File: src/bcl_pkg.sv
package bcl_pkg;

  // ---------------------------------------------------------------
  // Timing
  // ---------------------------------------------------------------
  localparam int unsigned BLANK_TICKS     = 2;
  localparam int unsigned INTERLOCK_TICKS = 2;
  localparam int unsigned TICK_CNT_W      = 2;

  // ---------------------------------------------------------------
  // Reset values
  // ---------------------------------------------------------------
  localparam logic [2:0] POS_RST   = 3'h0;
  localparam logic [2:0] LOW_OFF   = 3'h0;
  localparam logic [2:0] HIGH_OFF  = 3'h7;
  localparam logic [1:0] CNT_RST   = 2'h0;

  // ---------------------------------------------------------------
  // Phase one-hot codes, bit 0 is phase A
  // ---------------------------------------------------------------
  localparam logic [2:0] PH_A = 3'h1;
  localparam logic [2:0] PH_B = 3'h2;
  localparam logic [2:0] PH_C = 3'h4;

  typedef enum logic [0:0] {
    BCL_OPEN    = 1'b0,
    BCL_BLANKED = 1'b1
  } bcl_blank_e;

endpackage

File: src/bcl_commutation.sv
// Operation
// - Position latch follows the sensors and captures at once on change.
// - After a capture the latch holds for two PWM ticks, then reopens.
// - Each of the six drives has an interlock flop set when it turns on.
// - An interlock clears two PWM ticks after its drive turns off.
// - A set interlock inhibits the opposing driver of the same phase.
// - A driver turns on only after its opposite was off two PWM ticks.
// - A valid code enables exactly one low-side and one high-side drive.
// - Direction 1 maps 001,011,010,110,100,101 to B/A,C/A,C/B,A/B,A/C,B/C.
// - Direction 0 maps 101,100,110,010,011,001 to C/B,C/A,B/A,B/C,A/C,A/B.
// - Codes 000 and 111 turn every driver off in either direction.
// - Dead time separates a driver turning off from its opposite on.
// - A sensor change loads the latch, pulses speed, inhibits the latch.
module bcl_commutation (
  input  wire logic       ref_clk,
  input  wire logic       rst,
  input  wire logic       pwm_tick,
  input  wire logic       direction_sel,
  input  wire logic       position_sense_1,
  input  wire logic       position_sense_2,
  input  wire logic       position_sense_3,
  output logic            low_side_drive_phase_a,
  output logic            low_side_drive_phase_b,
  output logic            low_side_drive_phase_c,
  output logic            high_side_drive_phase_a_n,
  output logic            high_side_drive_phase_b_n,
  output logic            high_side_drive_phase_c_n,
  output logic            speed_pulse
);

  logic [2:0]        sense_sync;
  logic [2:0]        pos_r;
  logic [1:0]        blank_cnt_r;
  bcl_pkg::bcl_blank_e blank_r;
  logic              change;
  logic [2:0]        low_want;
  logic [2:0]        high_want;
  logic [2:0]        low_on_r;
  logic [2:0]        high_on_r;
  logic [2:0]        low_lock;
  logic [2:0]        high_lock;
  logic [2:0]        low_nxt;
  logic [2:0]        high_nxt;
  logic [2:0]        low_pin_on;
  logic [2:0]        high_pin_on;

  // ---------------------------------------------------------------
  // Sensor synchroniser
  // ---------------------------------------------------------------
  bcl_sync u_sync (
    .ref_clk (ref_clk),
    .rst     (rst),
    .din     ({position_sense_3, position_sense_2, position_sense_1}),
    .dout    (sense_sync)
  );

  assign change = (sense_sync != pos_r);

  // ---------------------------------------------------------------
  // Position latch with blanking
  // ---------------------------------------------------------------
  always_ff @(posedge ref_clk) begin
    if (rst) begin
      pos_r       <= bcl_pkg::POS_RST;
      blank_r     <= bcl_pkg::BCL_OPEN;
      blank_cnt_r <= bcl_pkg::CNT_RST;
    end else begin
      unique case (blank_r)
        bcl_pkg::BCL_OPEN: begin
          if (change) begin
            pos_r       <= sense_sync;
            blank_r     <= bcl_pkg::BCL_BLANKED;
            blank_cnt_r <= bcl_pkg::CNT_RST;
          end
        end
        bcl_pkg::BCL_BLANKED: begin
          if (pwm_tick) begin
            if (blank_cnt_r == 2'(bcl_pkg::BLANK_TICKS - 1)) begin
              blank_r     <= bcl_pkg::BCL_OPEN;
              blank_cnt_r <= bcl_pkg::CNT_RST;
            end else begin
              blank_cnt_r <= blank_cnt_r + 2'h1;
            end
          end
        end
      endcase
    end
  end

  // ---------------------------------------------------------------
  // Speed pulse
  // ---------------------------------------------------------------
  always_ff @(posedge ref_clk) begin
    if (rst) begin
      speed_pulse <= 1'b0;
    end else begin
      speed_pulse <= (blank_r == bcl_pkg::BCL_BLANKED) ||
                     change;
    end
  end

  // ---------------------------------------------------------------
  // Commutation decode, {low, high} one-hot per phase
  // ---------------------------------------------------------------
  always_comb begin
    low_want  = bcl_pkg::LOW_OFF;
    high_want = bcl_pkg::LOW_OFF;
    if (direction_sel) begin
      unique case (pos_r)
        3'h4: begin low_want = bcl_pkg::PH_B; high_want = bcl_pkg::PH_A; end
        3'h6: begin low_want = bcl_pkg::PH_C; high_want = bcl_pkg::PH_A; end
        3'h2: begin low_want = bcl_pkg::PH_C; high_want = bcl_pkg::PH_B; end
        3'h3: begin low_want = bcl_pkg::PH_A; high_want = bcl_pkg::PH_B; end
        3'h1: begin low_want = bcl_pkg::PH_A; high_want = bcl_pkg::PH_C; end
        3'h5: begin low_want = bcl_pkg::PH_B; high_want = bcl_pkg::PH_C; end
        default: begin
          low_want  = bcl_pkg::LOW_OFF;
          high_want = bcl_pkg::LOW_OFF;
        end
      endcase
    end else begin
      unique case (pos_r)
        3'h5: begin low_want = bcl_pkg::PH_C; high_want = bcl_pkg::PH_B; end
        3'h1: begin low_want = bcl_pkg::PH_C; high_want = bcl_pkg::PH_A; end
        3'h3: begin low_want = bcl_pkg::PH_B; high_want = bcl_pkg::PH_A; end
        3'h2: begin low_want = bcl_pkg::PH_B; high_want = bcl_pkg::PH_C; end
        3'h6: begin low_want = bcl_pkg::PH_A; high_want = bcl_pkg::PH_C; end
        3'h4: begin low_want = bcl_pkg::PH_A; high_want = bcl_pkg::PH_B; end
        default: begin
          low_want  = bcl_pkg::LOW_OFF;
          high_want = bcl_pkg::LOW_OFF;
        end
      endcase
    end
  end

  // ---------------------------------------------------------------
  // Per-drive interlocks, bit 0 is phase A
  // ---------------------------------------------------------------
  assign low_pin_on  = {low_side_drive_phase_c, low_side_drive_phase_b,
                        low_side_drive_phase_a};
  assign high_pin_on = ~{high_side_drive_phase_c_n, high_side_drive_phase_b_n,
                         high_side_drive_phase_a_n};

  for (genvar i = 0; i < 3; i++) begin : g_phase
    bcl_interlock u_low_lock (
      .ref_clk  (ref_clk),
      .rst      (rst),
      .pwm_tick (pwm_tick),
      .drive_on (low_pin_on[i]),
      .lock     (low_lock[i])
    );
    bcl_interlock u_high_lock (
      .ref_clk  (ref_clk),
      .rst      (rst),
      .pwm_tick (pwm_tick),
      .drive_on (high_pin_on[i]),
      .lock     (high_lock[i])
    );
    assign low_nxt[i]  = low_want[i] && !high_lock[i] &&
                         !high_on_r[i] && !high_pin_on[i];
    assign high_nxt[i] = high_want[i] && !low_lock[i] &&
                         !low_on_r[i] && !low_pin_on[i];
  end

  // ---------------------------------------------------------------
  // Drive registers
  // ---------------------------------------------------------------
  always_ff @(posedge ref_clk) begin
    if (rst) begin
      low_on_r  <= bcl_pkg::LOW_OFF;
      high_on_r <= bcl_pkg::LOW_OFF;
    end else begin
      low_on_r  <= low_nxt & ~high_nxt;
      high_on_r <= high_nxt & ~low_nxt;
    end
  end

  // ---------------------------------------------------------------
  // Output flops
  // ---------------------------------------------------------------
  always_ff @(posedge ref_clk) begin
    if (rst) begin
      low_side_drive_phase_a    <= 1'b0;
      low_side_drive_phase_b    <= 1'b0;
      low_side_drive_phase_c    <= 1'b0;
      high_side_drive_phase_a_n <= 1'b1;
      high_side_drive_phase_b_n <= 1'b1;
      high_side_drive_phase_c_n <= 1'b1;
    end else begin
      low_side_drive_phase_a    <= low_on_r[0];
      low_side_drive_phase_b    <= low_on_r[1];
      low_side_drive_phase_c    <= low_on_r[2];
      high_side_drive_phase_a_n <= !high_on_r[0];
      high_side_drive_phase_b_n <= !high_on_r[1];
      high_side_drive_phase_c_n <= !high_on_r[2];
    end
  end

endmodule // bcl_commutation

File: src/bcl_sync.sv
module bcl_sync (
  input  wire logic       ref_clk,
  input  wire logic       rst,
  input  wire logic [2:0] din,
  output logic      [2:0] dout
);

  logic [2:0] meta_r;

  // ---------------------------------------------------------------
  // Two-stage synchroniser
  // ---------------------------------------------------------------
  always_ff @(posedge ref_clk) begin
    if (rst) begin
      meta_r <= bcl_pkg::POS_RST;
      dout   <= bcl_pkg::POS_RST;
    end else begin
      meta_r <= din;
      dout   <= meta_r;
    end
  end

endmodule // bcl_sync

File: src/bcl_interlock.sv
module bcl_interlock (
  input  wire logic ref_clk,
  input  wire logic rst,
  input  wire logic pwm_tick,
  input  wire logic drive_on,
  output logic      lock
);

  logic [1:0] off_cnt_r;

  // ---------------------------------------------------------------
  // Set on drive, clear two ticks after drive off
  // ---------------------------------------------------------------
  always_ff @(posedge ref_clk) begin
    if (rst) begin
      lock      <= 1'b0;
      off_cnt_r <= bcl_pkg::CNT_RST;
    end else if (drive_on) begin
      lock      <= 1'b1;
      off_cnt_r <= bcl_pkg::CNT_RST;
    end else if (lock && pwm_tick) begin
      if (off_cnt_r == 2'(bcl_pkg::INTERLOCK_TICKS - 1)) begin
        lock      <= 1'b0;
        off_cnt_r <= bcl_pkg::CNT_RST;
      end else begin
        off_cnt_r <= off_cnt_r + 2'h1;
      end
    end
  end

endmodule // bcl_interlock

File: config.mk
export PLATFORM = sky130hd
export DESIGN_NAME = bcl_commutation
export DESIGN_NICKNAME = d
export VERILOG_FILES = /design/src/bcl_pkg.sv /design/src/bcl_commutation.sv /design/src/bcl_sync.sv /design/src/bcl_interlock.sv
export SDC_FILE = /design/constraint.sdc
export NUM_CORES = 1
export LEC_CHECK = 0
export BUFFER_PORTS_ARGS = -buffer_cell sky130_fd_sc_hd__clkbuf_2
export CAP_MARGIN = 20
export CORE_MARGIN = 2
export CORE_UTILIZATION = 45
export DETAILED_ROUTE_END_ITERATION = 16
export HOLD_SLACK_MARGIN = 0.08
export SYNTH_ARGS = -nofsm -noshare
export SYNTH_HDL_FRONTEND = slang
export SYNTH_HIERARCHICAL = 1
export SYNTH_SLANG_ARGS = --single-unit
File: constraint.sdc
create_clock -name ref_clk -period 1.35 [get_ports ref_clk]
set_input_delay 0.0675 -clock ref_clk [delete_from_list [all_inputs] [get_ports ref_clk]]
set_output_delay 0.0675 -clock ref_clk [all_outputs]
set_load 0.05 [all_outputs]
Yosys cells after proc, flatten, opt, wreduce, memory -nomap -nowiden
Index checks and enable logic that the tools add are counted.
{ "classes": {"reduce_logical": 75, "bitwise_logic": 6, "n_addsub": 7, "n_eq_ne": 16, "n_mux": 36} }
{ "op_table": {"columns": ["cell", "n"], "rows": [
  ["$logic_and 1x1->1", 24],
  ["$reduce_bool 2->1", 12],
  ["$reduce_or 2->1", 12],
  ["$mux 1", 21],
  ["$logic_not 1->1", 18],
  ["$mux 2", 9],
  ["$pmux 3 s3", 2],
  ["$reduce_and 2->1", 8],
  ["$add 2x1->2 const B", 7],
  ["$eq 2x1->1 const B", 7],
  ["$eq 3x3->1 const B", 3],
  ["$not 3->3", 3],
  ["$and 3x3->3", 2],
  ["$eq 3x2->1 const B", 2],
  ["$mux 3", 2],
  ["$ne 2x2->1 const B", 2],
  ["$pmux 2 s2", 1],
  ["$eq 3x1->1 const B", 1],
  ["$ne 3x3->1", 1],
  ["$pmux 1 s2", 1],
  ["$logic_or 1x1->1", 1],
  ["$not 1->1", 1]
]} }
{ "totals": {"reg_bits": 43, "inputBits": 7, "wordCells": 166} }

Longest topological paths before layout
Gate-level depths: netlist of run 1.
{ "logic_depth": {"word_depth": 9, "depth_mapped": 4, "depth_no_buf": 3} }

Cells and area by module
Netlist of run 1, hierarchy kept.
{ "modules_own_cells": {"columns": ["module", "n_inst", "seq_area_each_um2", "area_per_inst_um2", "cells_per_inst"], "rows": [
  ["bcl_commutation", 1, 380.4, 792.0, 84],
  ["bcl_interlock", 6, 60.1, 125.1, 12],
  ["bcl_sync", 1, 120.1, 157.7, 12]
]} }

Least setup slack after synthesis of run 1
OpenSTA, ideal clock, no wires.
{ "synth_timing": {"path_kind": "register to register", "startpoint": "reg high_side_drive_phase_a_n", "endpoint": "reg low_on_r[0]", "path_buffers": 0, "path_stages_with_launch": 4, "period_less_slack_ps": 1434, "arrival_time_ps": 1364, "path_slack_ps": -84, "required_ps": 1280, "cell_sequence": "dfxtp_1 -> inv_1 -> or4_1 -> a21oi_1"} }
{ "synth_via": {"elab_chain_len": 4} }
{ "synth_lines": {"columns": ["item", "line_no", "source"], "rows": [
  ["from (decl)", "bcl_commutation.sv:25", "output logic high_side_drive_phase_a_n,"],
  ["from (signal assigned)", "bcl_commutation.sv:194", "high_side_drive_phase_a_n <= !high_on_r[0];"],
  ["$not 3->3", "bcl_commutation.sv:142", "assign high_pin_on = ~{high_side_drive_phase_c_n, high_side_drive_phase_b_n,"],
  ["via high_pin_on[0]", "bcl_commutation.sv:45", "logic [2:0] high_pin_on;"],
  ["$logic_not 1->1", "bcl_commutation.sv:161", "!high_on_r[i] && !high_pin_on[i];"],
  ["$logic_and 1x1->1", "bcl_commutation.sv:161", null],
  ["$and 3x3->3", "bcl_commutation.sv:174", "low_on_r <= low_nxt & ~high_nxt;"],
  ["to (signal assigned)", "bcl_commutation.sv:171", "low_on_r <= bcl_pkg::LOW_OFF;"],
  ["to (signal assigned)", "bcl_commutation.sv:174", null],
  ["to (decl)", "bcl_commutation.sv:38", "logic [2:0] low_on_r;"]
]} }
The timed path passes the listed nets, and every way through them passes these cells.
A chain may end at the register's enable or synchronous reset.

Worst setup path in the final report of run 1
{ "layout_timing": {"startpoint": "reg pos_r[2]", "endpoint": "reg blank_cnt_r[1]"} }
{ "layout_via": {"elab_chain_len": 3} }
{ "layout_lines": {"columns": ["item", "line_no", "source"], "rows": [
  ["from (decl)", "bcl_commutation.sv:32", "logic [2:0] pos_r;"],
  ["from (signal assigned)", "bcl_commutation.sv:64", "pos_r <= bcl_pkg::POS_RST;"],
  ["from (signal assigned)", "bcl_commutation.sv:71", "pos_r <= sense_sync;"],
  ["$ne 3x3->1", "bcl_commutation.sv:57", "assign change = (sense_sync != pos_r);"],
  ["$ne 2x2->1 (no source line)", null, null],
  ["$reduce_and 2->1 (no source line)", null, null],
  ["to (signal assigned)", "bcl_commutation.sv:66", "blank_cnt_r <= bcl_pkg::CNT_RST;"],
  ["to (signal assigned)", "bcl_commutation.sv:73", "blank_cnt_r <= bcl_pkg::CNT_RST;"],
  ["to (signal assigned)", "bcl_commutation.sv:80", "blank_cnt_r <= bcl_pkg::CNT_RST;"],
  ["to (decl)", "bcl_commutation.sv:33", "logic [1:0] blank_cnt_r;"]
]} }
Every way passes these cells.

==> metrics, run 1 <==
die area 4290 µm²; Starting DRT DRC Count 42; Final Hold Slack 0.139 ns; worst hold-check path type primary input to register; Initial Util 46.8%; static leakage 0.000831 µW; Max Cap Viol 0; CTS tree built; relative slew slack 69.2%; CP Launch Point pos_r[2]; first-pass GRT wire length 5070 µm; Mapped Avg Cell Area 10.1 µm²; clock root cell clkbuf_8; DR DRC count 0; hold path start direction_sel; Yosys cell types 30; vias in the first global route 1190; htree depth 2; initial antenna violation count 0; Synth top area share 50.6%; final hold violation count 0; Yosys warnings 6; hold_buf cts 3; drt first pass iters 4; setup_tns 0 ns; core area 3630 µm²; wire per inst 12.2 µm; Synth area leader dfxtp_1; Max Fclk 863 MHz; final core occ 53.1%; clk_lat worst skew 0.29 ns; reg-to-reg slack, setup 0.19 ns; Vias/cell 5.08; synthesized flop and latch total 43; data arrival time of the worst path 1.35 ns; Power Density 1220 nW/µm²; layout cells sized above 1 16.0%; die height 65.5 µm; total CTS buffers 5; r2r endpoint blank_cnt_r[1]; crit path launch type register; reg2reg start pos_r[2]; Post-DP Area 1800 µm²; most frequent cells in the layout 42 x dfxtp_1, 21 x nor2_1, 13 x clkbuf_2, 11 x nor2b_1; antenna cells 0; commonest non-fill, non-tap cell in the layout dfxtp_1; Hold Crit Depth 3; Syn Nets 175; Die X 65.5 µm; period utilization 85.9%; row cnt 22; Least-Margin Pin Slew 0.461 ns; Synth area leaders dfxtp_1 51%, nor2_1 4.6%, and4bb_1 4.4%; clock sinks 43; RSZ-0062 raised after global routing no; clock-pin slew on the worst setup and hold paths 0.08 ns; IO Port Bufs 13; post-route antenna net violation count 0; Max Transition Viols Final 0; Final setup viols 0; hold endpoint low_on_r[0]; Synth Instances 168; Post-Syn Area 1700 µm²; worst setup path category register to register; WL final 2870 µm; gr usage total 15.7%; post-detail-place hpwl 1960 µm; post-route minimum period 1.16 ns; Max Root-Sink Buffers 2; CP Capture Type register; Final Skew 0.00552 ns; sequential fraction of the synthesis area 50.6%; design area 1930 µm²; # Post-CTS Setup Buffers 0; largest net degree at the start of global routing 29; post_cts resized 0; Worst Path Required 1.54 ns; RD Place Congestion 0.826; vias 1200; peak supply drop 0.000729 V; Nets 194; io pins 14; grt total ovfl 0; reg2reg path depth 3; outcome finished, final reports clean; Worst Path Max Fanout 9; area delta synth->final 13.4%
==> through the flow <==
stage | power (µW) | setup slack [ns] | instances
6_report | 2360 | 0.191 | 236
5_1_grt | 2470 | 0.0482 | 236
4_1_cts | 2390 | 0.198 | 236
3_5_place_dp | 1520 | 0.208 | 225
3_3_place_gp | 1510 | 0.244 | 225
2_1_floorplan | 1470 | 0.0925 | 168
==> state kept, by name (all words and copies together), names as in the netlist <==
signal	flops
pos_r	3
low_side_drive_phase_c	1
high_side_drive_phase_a_n	1
high_side_drive_phase_b_n	1
low_on_r	3
g_phase.u_high_lock/off_cnt_r	6
low_side_drive_phase_a	1
blank_cnt_r	2
u_sync/dout	3
high_side_drive_phase_c_n	1
u_sync/meta_r	3
high_on_r	3
g_phase.u_high_lock/lock	3
speed_pulse	1
g_phase.u_low_lock/off_cnt_r	6
g_phase.u_low_lock/lock	3
low_side_drive_phase_b	1
blank_r	1
==> per-layer routing <==
| layer | GRT usage [%] | wire length, µm | vias to the layer above |
|---|---|---|---|
| li1 | - | - | 624 |
| met4 | 7.03 | 60 | 0 |
| met2 | 26.4 | 1340 | 16 |
| met5 | 0 | 0 | - |
| met1 | 18.3 | 1370 | 554 |
| met3 | 4.79 | 102 | 6 |
==> worst max path at each step <==
stage	depth (start not counted)	slack, ns	to
4_1_cts	3	0.20	blank_cnt_r[1]
6_report	3	0.19	blank_cnt_r[1]
3_5_place_dp	3	0.21	blank_cnt_r[1]
5_1_grt	3	0.05	low_on_r[2]
2_1_floorplan	3	0.09	low_on_r[0]
3_3_place_gp	3	0.24	blank_cnt_r[1]
==> where the power goes <==
group	internal [µW]	leakage, µW	switching (µW)
Sequential	1300	0.000349	30.6
Clock	466	0.0000515	403
Combinational	69.2	0.000431	92.6
==> logic make-up (layout without fill, tap and decap cells) <==
kind of cell | Yosys count | in the layout | share of synthesized area (%)
AO/OA/AOI/OAI | 21 | 21 | 8.46
XOR/XNOR | 3 | 3 | 1.55
buffers and inverters | 11 | 31 | 3.90
flip-flops | 43 | 43 | 50.6
multiplexers | 3 | 3 | 1.77
AND/OR/NAND/NOR | 87 | 87 | 33.7
==> cell usage after synthesis <==
library cell  number
nor2b_1           11
a21oi_1            6
inv_1              4
nor3b_1            4
buf_6              2
a31oi_1            1
nor4bb_1           1
nor3_2             6
and3b_1            6
o211a_1            1
nor4b_1            2
dfxtp_1           43
nand2_1            6
clkbuf_1           1
nand3_1            6
mux2i_1            3
buf_2              2
nand3b_1           3
nor3_1             1
nor2_1            21
buf_4              2
xnor2_1            3
and3_1             6
and4b_1            2
nand4_1            1
a21boi_0           7
and4bb_1           6
or4_1              4
nand2b_1           1
o21a_1             6
==> final cells by class <==
class / instances / area (µm²)
repair buffers: 19 / 118
flip-flops and latches: 43 / 862
well taps: 48 / 60.1
multi-input cells: 114 / 773
clock buffers: 8 / 100
fillers: 363 / 1710
inverters: 4 / 15.0
==> critical path, stage by stage (launching register included) <==
cell,delay [ns]
dfxtp_1,0.47
xnor2_1,0.13
and4b_1,0.24
o211a_1,0.22
(Power assumes the default switching activity.)
==> run 2: changes to the inputs <==
--- a/config.mk
+++ b/config.mk
@@ -8,9 +8,10 @@
 export BUFFER_PORTS_ARGS = -buffer_cell sky130_fd_sc_hd__clkbuf_2
 export CAP_MARGIN = 20
 export CORE_MARGIN = 2
-export CORE_UTILIZATION = 45
+export CORE_UTILIZATION = 53
 export DETAILED_ROUTE_END_ITERATION = 16
 export HOLD_SLACK_MARGIN = 0.08
+export PLACE_DENSITY = 0.72
 export SYNTH_ARGS = -nofsm -noshare
 export SYNTH_HDL_FRONTEND = slang
 export SYNTH_HIERARCHICAL = 1
==> run 2 against run 1 <==
Against the previous run:
- clock skew up 0.0094 ns
- critical path depth unchanged
- sequential power barely moved
- combinational power about the same
- design area decreased by 1.6%
- critical path type unchanged
- largest power group unchanged
==> metrics, run 2 (same netlist as run 1, synthesis figures left out) <==
peak supply drop 0.000718 V; most frequent cells in the layout 42 x dfxtp_1, 21 x nor2_1, 13 x clkbuf_2, 11 x nor2b_1, 7 x a21boi_0; setup_tns 0 ns; # Post-CTS Setup Buffers 0; area of the multi-input gates 773 µm²; Worst Path Max Fanout 9; buffers and inverters on the worst path 0; Final setup viols 0; grt total ovfl 0; antenna cells 0; Die X 60.6 µm; CTS tree built; final hold violation count 0; Top delay family on crit path flip-flops; worst setup path category register to register; gr usage total 18.4%; CP cell instances xnor2_1 -> and4b_1 -> o211a_1; clock sinks 43; IO Port Bufs 13; CP Capture Type register; Place WS 0.174 ns; clk_lat worst skew 0.36 ns; vias in the first global route 1173; design area 1900 µm²; layout cells sized above 1 16.0%; Final Skew 0.0150 ns; fin cells 232; Crit path largest cell delay 0.51 ns; RD Place Congestion 0.819; drt first pass iters 4; GRT busiest layer met2; Worst Path Required 1.60 ns; relative slew slack 67.4%; core area 3050 µm²; Nets 194; Max Transition Viols Final 0; WL final 2940 µm; htree depth 2; M3 GR Usage 4.69%; commonest non-fill, non-tap cell in the layout dfxtp_1; Worst Slack Setup Final 0.143 ns; Sequential Area 862 µm²; RSZ-0062 raised after global routing no; fill cell count 276; area delta synth->final 11.6%; largest registers g_phase.u_high_lock/off_cnt_r: 6 flops, g_phase.u_low_lock/off_cnt_r: 6 flops; wire per inst 12.7 µm; die height 60.6 µm; Starting DRT DRC Count 48; Max Fclk 828 MHz; total CTS buffers 5; Vias/cell 5.19; initial antenna violation count 0; Max Root-Sink Buffers 2; Power Density 1160 nW/µm²; period utilization 89.4%; outcome finished, final reports clean; Least-Margin Pin Slew 0.489 ns; die area 3680 µm²; M2 GR Usage 30.4%; clock root cell clkbuf_4; worst hold-check path type primary input to register; Max Cap Viol 0; DR DRC count 0; CP max stage cell dfxtp_1; post-route antenna net violation count 0; post-detail-place hpwl 2030 µm; placed insts 220; data arrival time of the worst path 1.46 ns; largest net degree at the start of global routing 29; clock-pin slew on the worst setup and hold paths 0.12 ns; io pins 14; vias 1205; Post-DP Area 1790 µm²; first-pass GRT wire length 4890 µm; Initial Util 55.7%; crit path launch type register; static leakage 0.000816 µW; met1 usage 21.4%; post-route minimum period 1.21 ns; row cnt 20
-- run 2: cell types whose count changed in the layout (fill, tap and decap cells not counted) --
cell	change
clkbuf_4	+5
clkbuf_8	-5
buf_4	-1
clkbuf_1	-1
clkinvlp_4	+1
dlygate4sd3_1	+1
-- run 2: cell type report --
| class | count | share of cell area (%) |
|---|---|---|
| Clock buffer | 7 | 3.43 |
| Sequential cell | 43 | 45.4 |
| Tap cell | 44 | 2.90 |
| Multi-Input combinational cell | 114 | 40.7 |
| Timing Repair Buffer | 19 | 6.33 |
| Inverter | 4 | 0.791 |
| Clock inverter | 1 | 0.396 |
-- run 2: final timing paths --
check	slack (ns)	cells past startpoint	to	start
worst min-delay path	0.14	2	low_side_drive_phase_a	rst
worst min register to register	0.40	1	high_side_drive_phase_b_n	high_on_r[1]
worst max-delay path	0.14	3	blank_cnt_r[1]	pos_r[1]
worst max register to register	0.14	3	blank_cnt_r[1]	pos_r[1]
-- run 2: repair_timing --
action                                 in CTS  in global routing
resized for setup                           0                  0
hold buffers                                4                  0
endpoints found under the hold margin       6                  0
-- run 2: where the power goes --
group	internal [µW]	switching [µW]	total (µW)
Combinational	69.3	92.8	162
Clock	305	408	713
Sequential	1300	31.9	1330
Total	1670	533	2210
-- run 2: stage by stage --
stage	hold slack [ns]	power [µW]	util (%)
floorplan	0.137	1470	-
global placement	0.286	1510	58.5
detailed placement	0.288	1510	58.5
CTS	0.123	2230	62.2
global route	0.162	2310	62.2
finish	0.144	2210	62.2
-- run 2: routing by layer --
layer / share of wire, % / up-vias
met5: 0 / -
met2: 47 / 18
met3: 3.1 / 8
li1: - / 627
met4: 2.3 / 0
met1: 47 / 552
==> run 3: changes to the inputs <==
==> constraint.sdc (replaced) <==
create_clock -name ref_clk -period 1.24 [get_ports ref_clk]
set_input_delay 0.062 -clock ref_clk [delete_from_list [all_inputs] [get_ports ref_clk]]
set_output_delay 0.062 -clock ref_clk [all_outputs]
set_load 0.05 [all_outputs]
==> run 3 against run 2 <==
Against the previous run:
- hold slack worse by 0.045 ns
- design area is 3.1% higher
- critical path depth stayed put
- register-to-register slack worse by 0.06 ns
- non-clock buffer count is 3 higher
- wire length is 2.9% lower
- final cell count is 1.3% higher
- highest routed layer unchanged
- clock power is 51% higher
==> metrics, run 3 (same netlist as run 1, synthesis figures left out) <==
period utilization 93.1%; Vias/cell 5.12; Final Skew 0.00819 ns; clk_lat worst skew 0.35 ns; outcome finished, final reports clean; clock-pin slew on the worst setup and hold paths 0.12 ns; most frequent cells in the layout 40 x dfxtp_1, 21 x nor2_1, 13 x clkbuf_2, 11 x nor2b_1, 7 x a21boi_0; io pins 14; placed insts 223; commonest non-fill, non-tap cell in the layout dfxtp_1; CP Capture Type register; area of the multi-input gates 773 µm²; post-route antenna net violation count 0; CP cell instances xnor2_1 -> and4b_1 -> o211a_1; layout cells sized above 1 18.3%; gr usage total 17.8%; antenna cells 0; Starting DRT DRC Count 42; die area 3680 µm²; setup_tns 0 ns; fill cell count 244; Final setup viols 0; Least-Margin Pin Slew 0.444 ns; design area 1960 µm²; clock sinks 43; Worst Path Max Fanout 8; reg-to-reg slack, setup 0.09 ns; Max Root-Sink Buffers 2; post-route minimum period 1.15 ns; switching portion of total power 21.6%; Max Fclk 867 MHz; Nets 197; clock power share 39.7%; first-pass GRT wire length 4740 µm; fin cells 235; Worst Path Required 1.49 ns; largest net degree at the start of global routing 29; Flop pwr share 53.2%; core area 3050 µm²; static leakage 0.000850 µW; largest registers g_phase.u_high_lock/off_cnt_r: 6 flops, g_phase.u_low_lock/off_cnt_r: 6 flops; final hold violation count 0; Die X 60.6 µm; Crit path largest cell delay 0.49 ns; worst setup path category register to register; internal power 2130 µW; vias 1204; CP max stage cell dfxtp_1; peak supply drop 0.000804 V; area delta synth->final 15.1%; WL final 2850 µm; clock root cell clkbuf_4; Power Density 1390 nW/µm²; row cnt 20; CTS tree built; Top delay family on crit path flip-flops; total CTS buffers 5; Sequential Area 867 µm²; Post-DP Area 1810 µm²; RD Place Congestion 0.866; data arrival time of the worst path 1.41 ns; IO Port Bufs 13; Sw Pwr 588 µW; Max Cap Viol 0; vias in the first global route 1117; RSZ-0062 raised after global routing no; combinational share of power 7.1%; die height 60.6 µm; post-detail-place hpwl 1960 µm; wire per inst 12.1 µm; Max Transition Viols Final 0; initial antenna violation count 0; DR DRC count 0; Initial Util 55.7%; grt total ovfl 0; worst hold-check path type primary input to register; crit path launch type register; drt first pass iters 4; relative slew slack 70.4%; buffers and inverters on the worst path 0; htree depth 2
## run 3: cell types whose count changed in the layout (fill, tap and decap cells not counted), sizes merged
| cell | change |
|---|---|
| buf | +3 |
| bufinv | +2 |
| clkbuf | -2 |
| clkinvlp | -1 |
| inv | +1 |
## run 3: per-stage QoR
stage	hold slack (ns)	setup slack [ns]	utilization [%]	power (µW)
2_1_floorplan	0.132	0.0516	-	1600
3_5_place_dp	0.277	0.0842	59.3	1660
3_3_place_gp	0.273	0.134	59.3	1650
4_1_cts	0.0941	0.0688	64.0	2730
6_report	0.0984	0.0860	64.1	2720
5_1_grt	0.0879	0.0290	64.1	2840
## run 3: layer usage
layer | GRT usage, % | wire (µm) | vias to the layer above
li1 | - | - | 633
met1 | 21.6 | 1390 | 549
met2 | 29.0 | 1320 | 16
met3 | 7.04 | 102 | 6
met4 | 5.90 | 39 | 0
met5 | 0 | 0 | -
## run 3: what timing repair did
item                                   CTS  global route
hold buffers                             4             0
setup endpoints to repair                0             2
endpoints found under the hold margin    6             0
setup buffers                            0             0
gates resized for setup                  0             2
## run 3: path summary, 6_finish.rpt
kind	start	endpoint	cells after the start
hold reg to reg	high_on_r[1]	high_side_drive_phase_b_n	1
setup / recovery	pos_r[0]	blank_cnt_r[1]	3
hold / removal	rst	low_side_drive_phase_a	2
setup reg to reg	pos_r[0]	blank_cnt_r[1]	3
## run 3: worst register-to-register path: stages (launching register included)
cell,delay [ns]
dfxtp_1,0.49
xnor2_1,0.13
and4b_1,0.21
o211a_1,0.23
## run 3: area by class of cell
class	instances	area share [%]
inverter	4	0.767
multi-input combinational	114	39.5
clock buffer	5	1.92
clock inverter	3	3.39
sequential	43	44.3
timing repair buffer	22	7.29
tap	44	2.81
## run 3: power groups by stage
stage / Clock (µW) / Sequential, µW / Combinational, µW
finish: 1080 / 1440 / 194
global route: 1180 / 1450 / 213
CTS: 1100 / 1440 / 194
detailed placement: 0 / 1470 / 183
floorplan: 0 / 1480 / 115
global placement: 0 / 1470 / 179
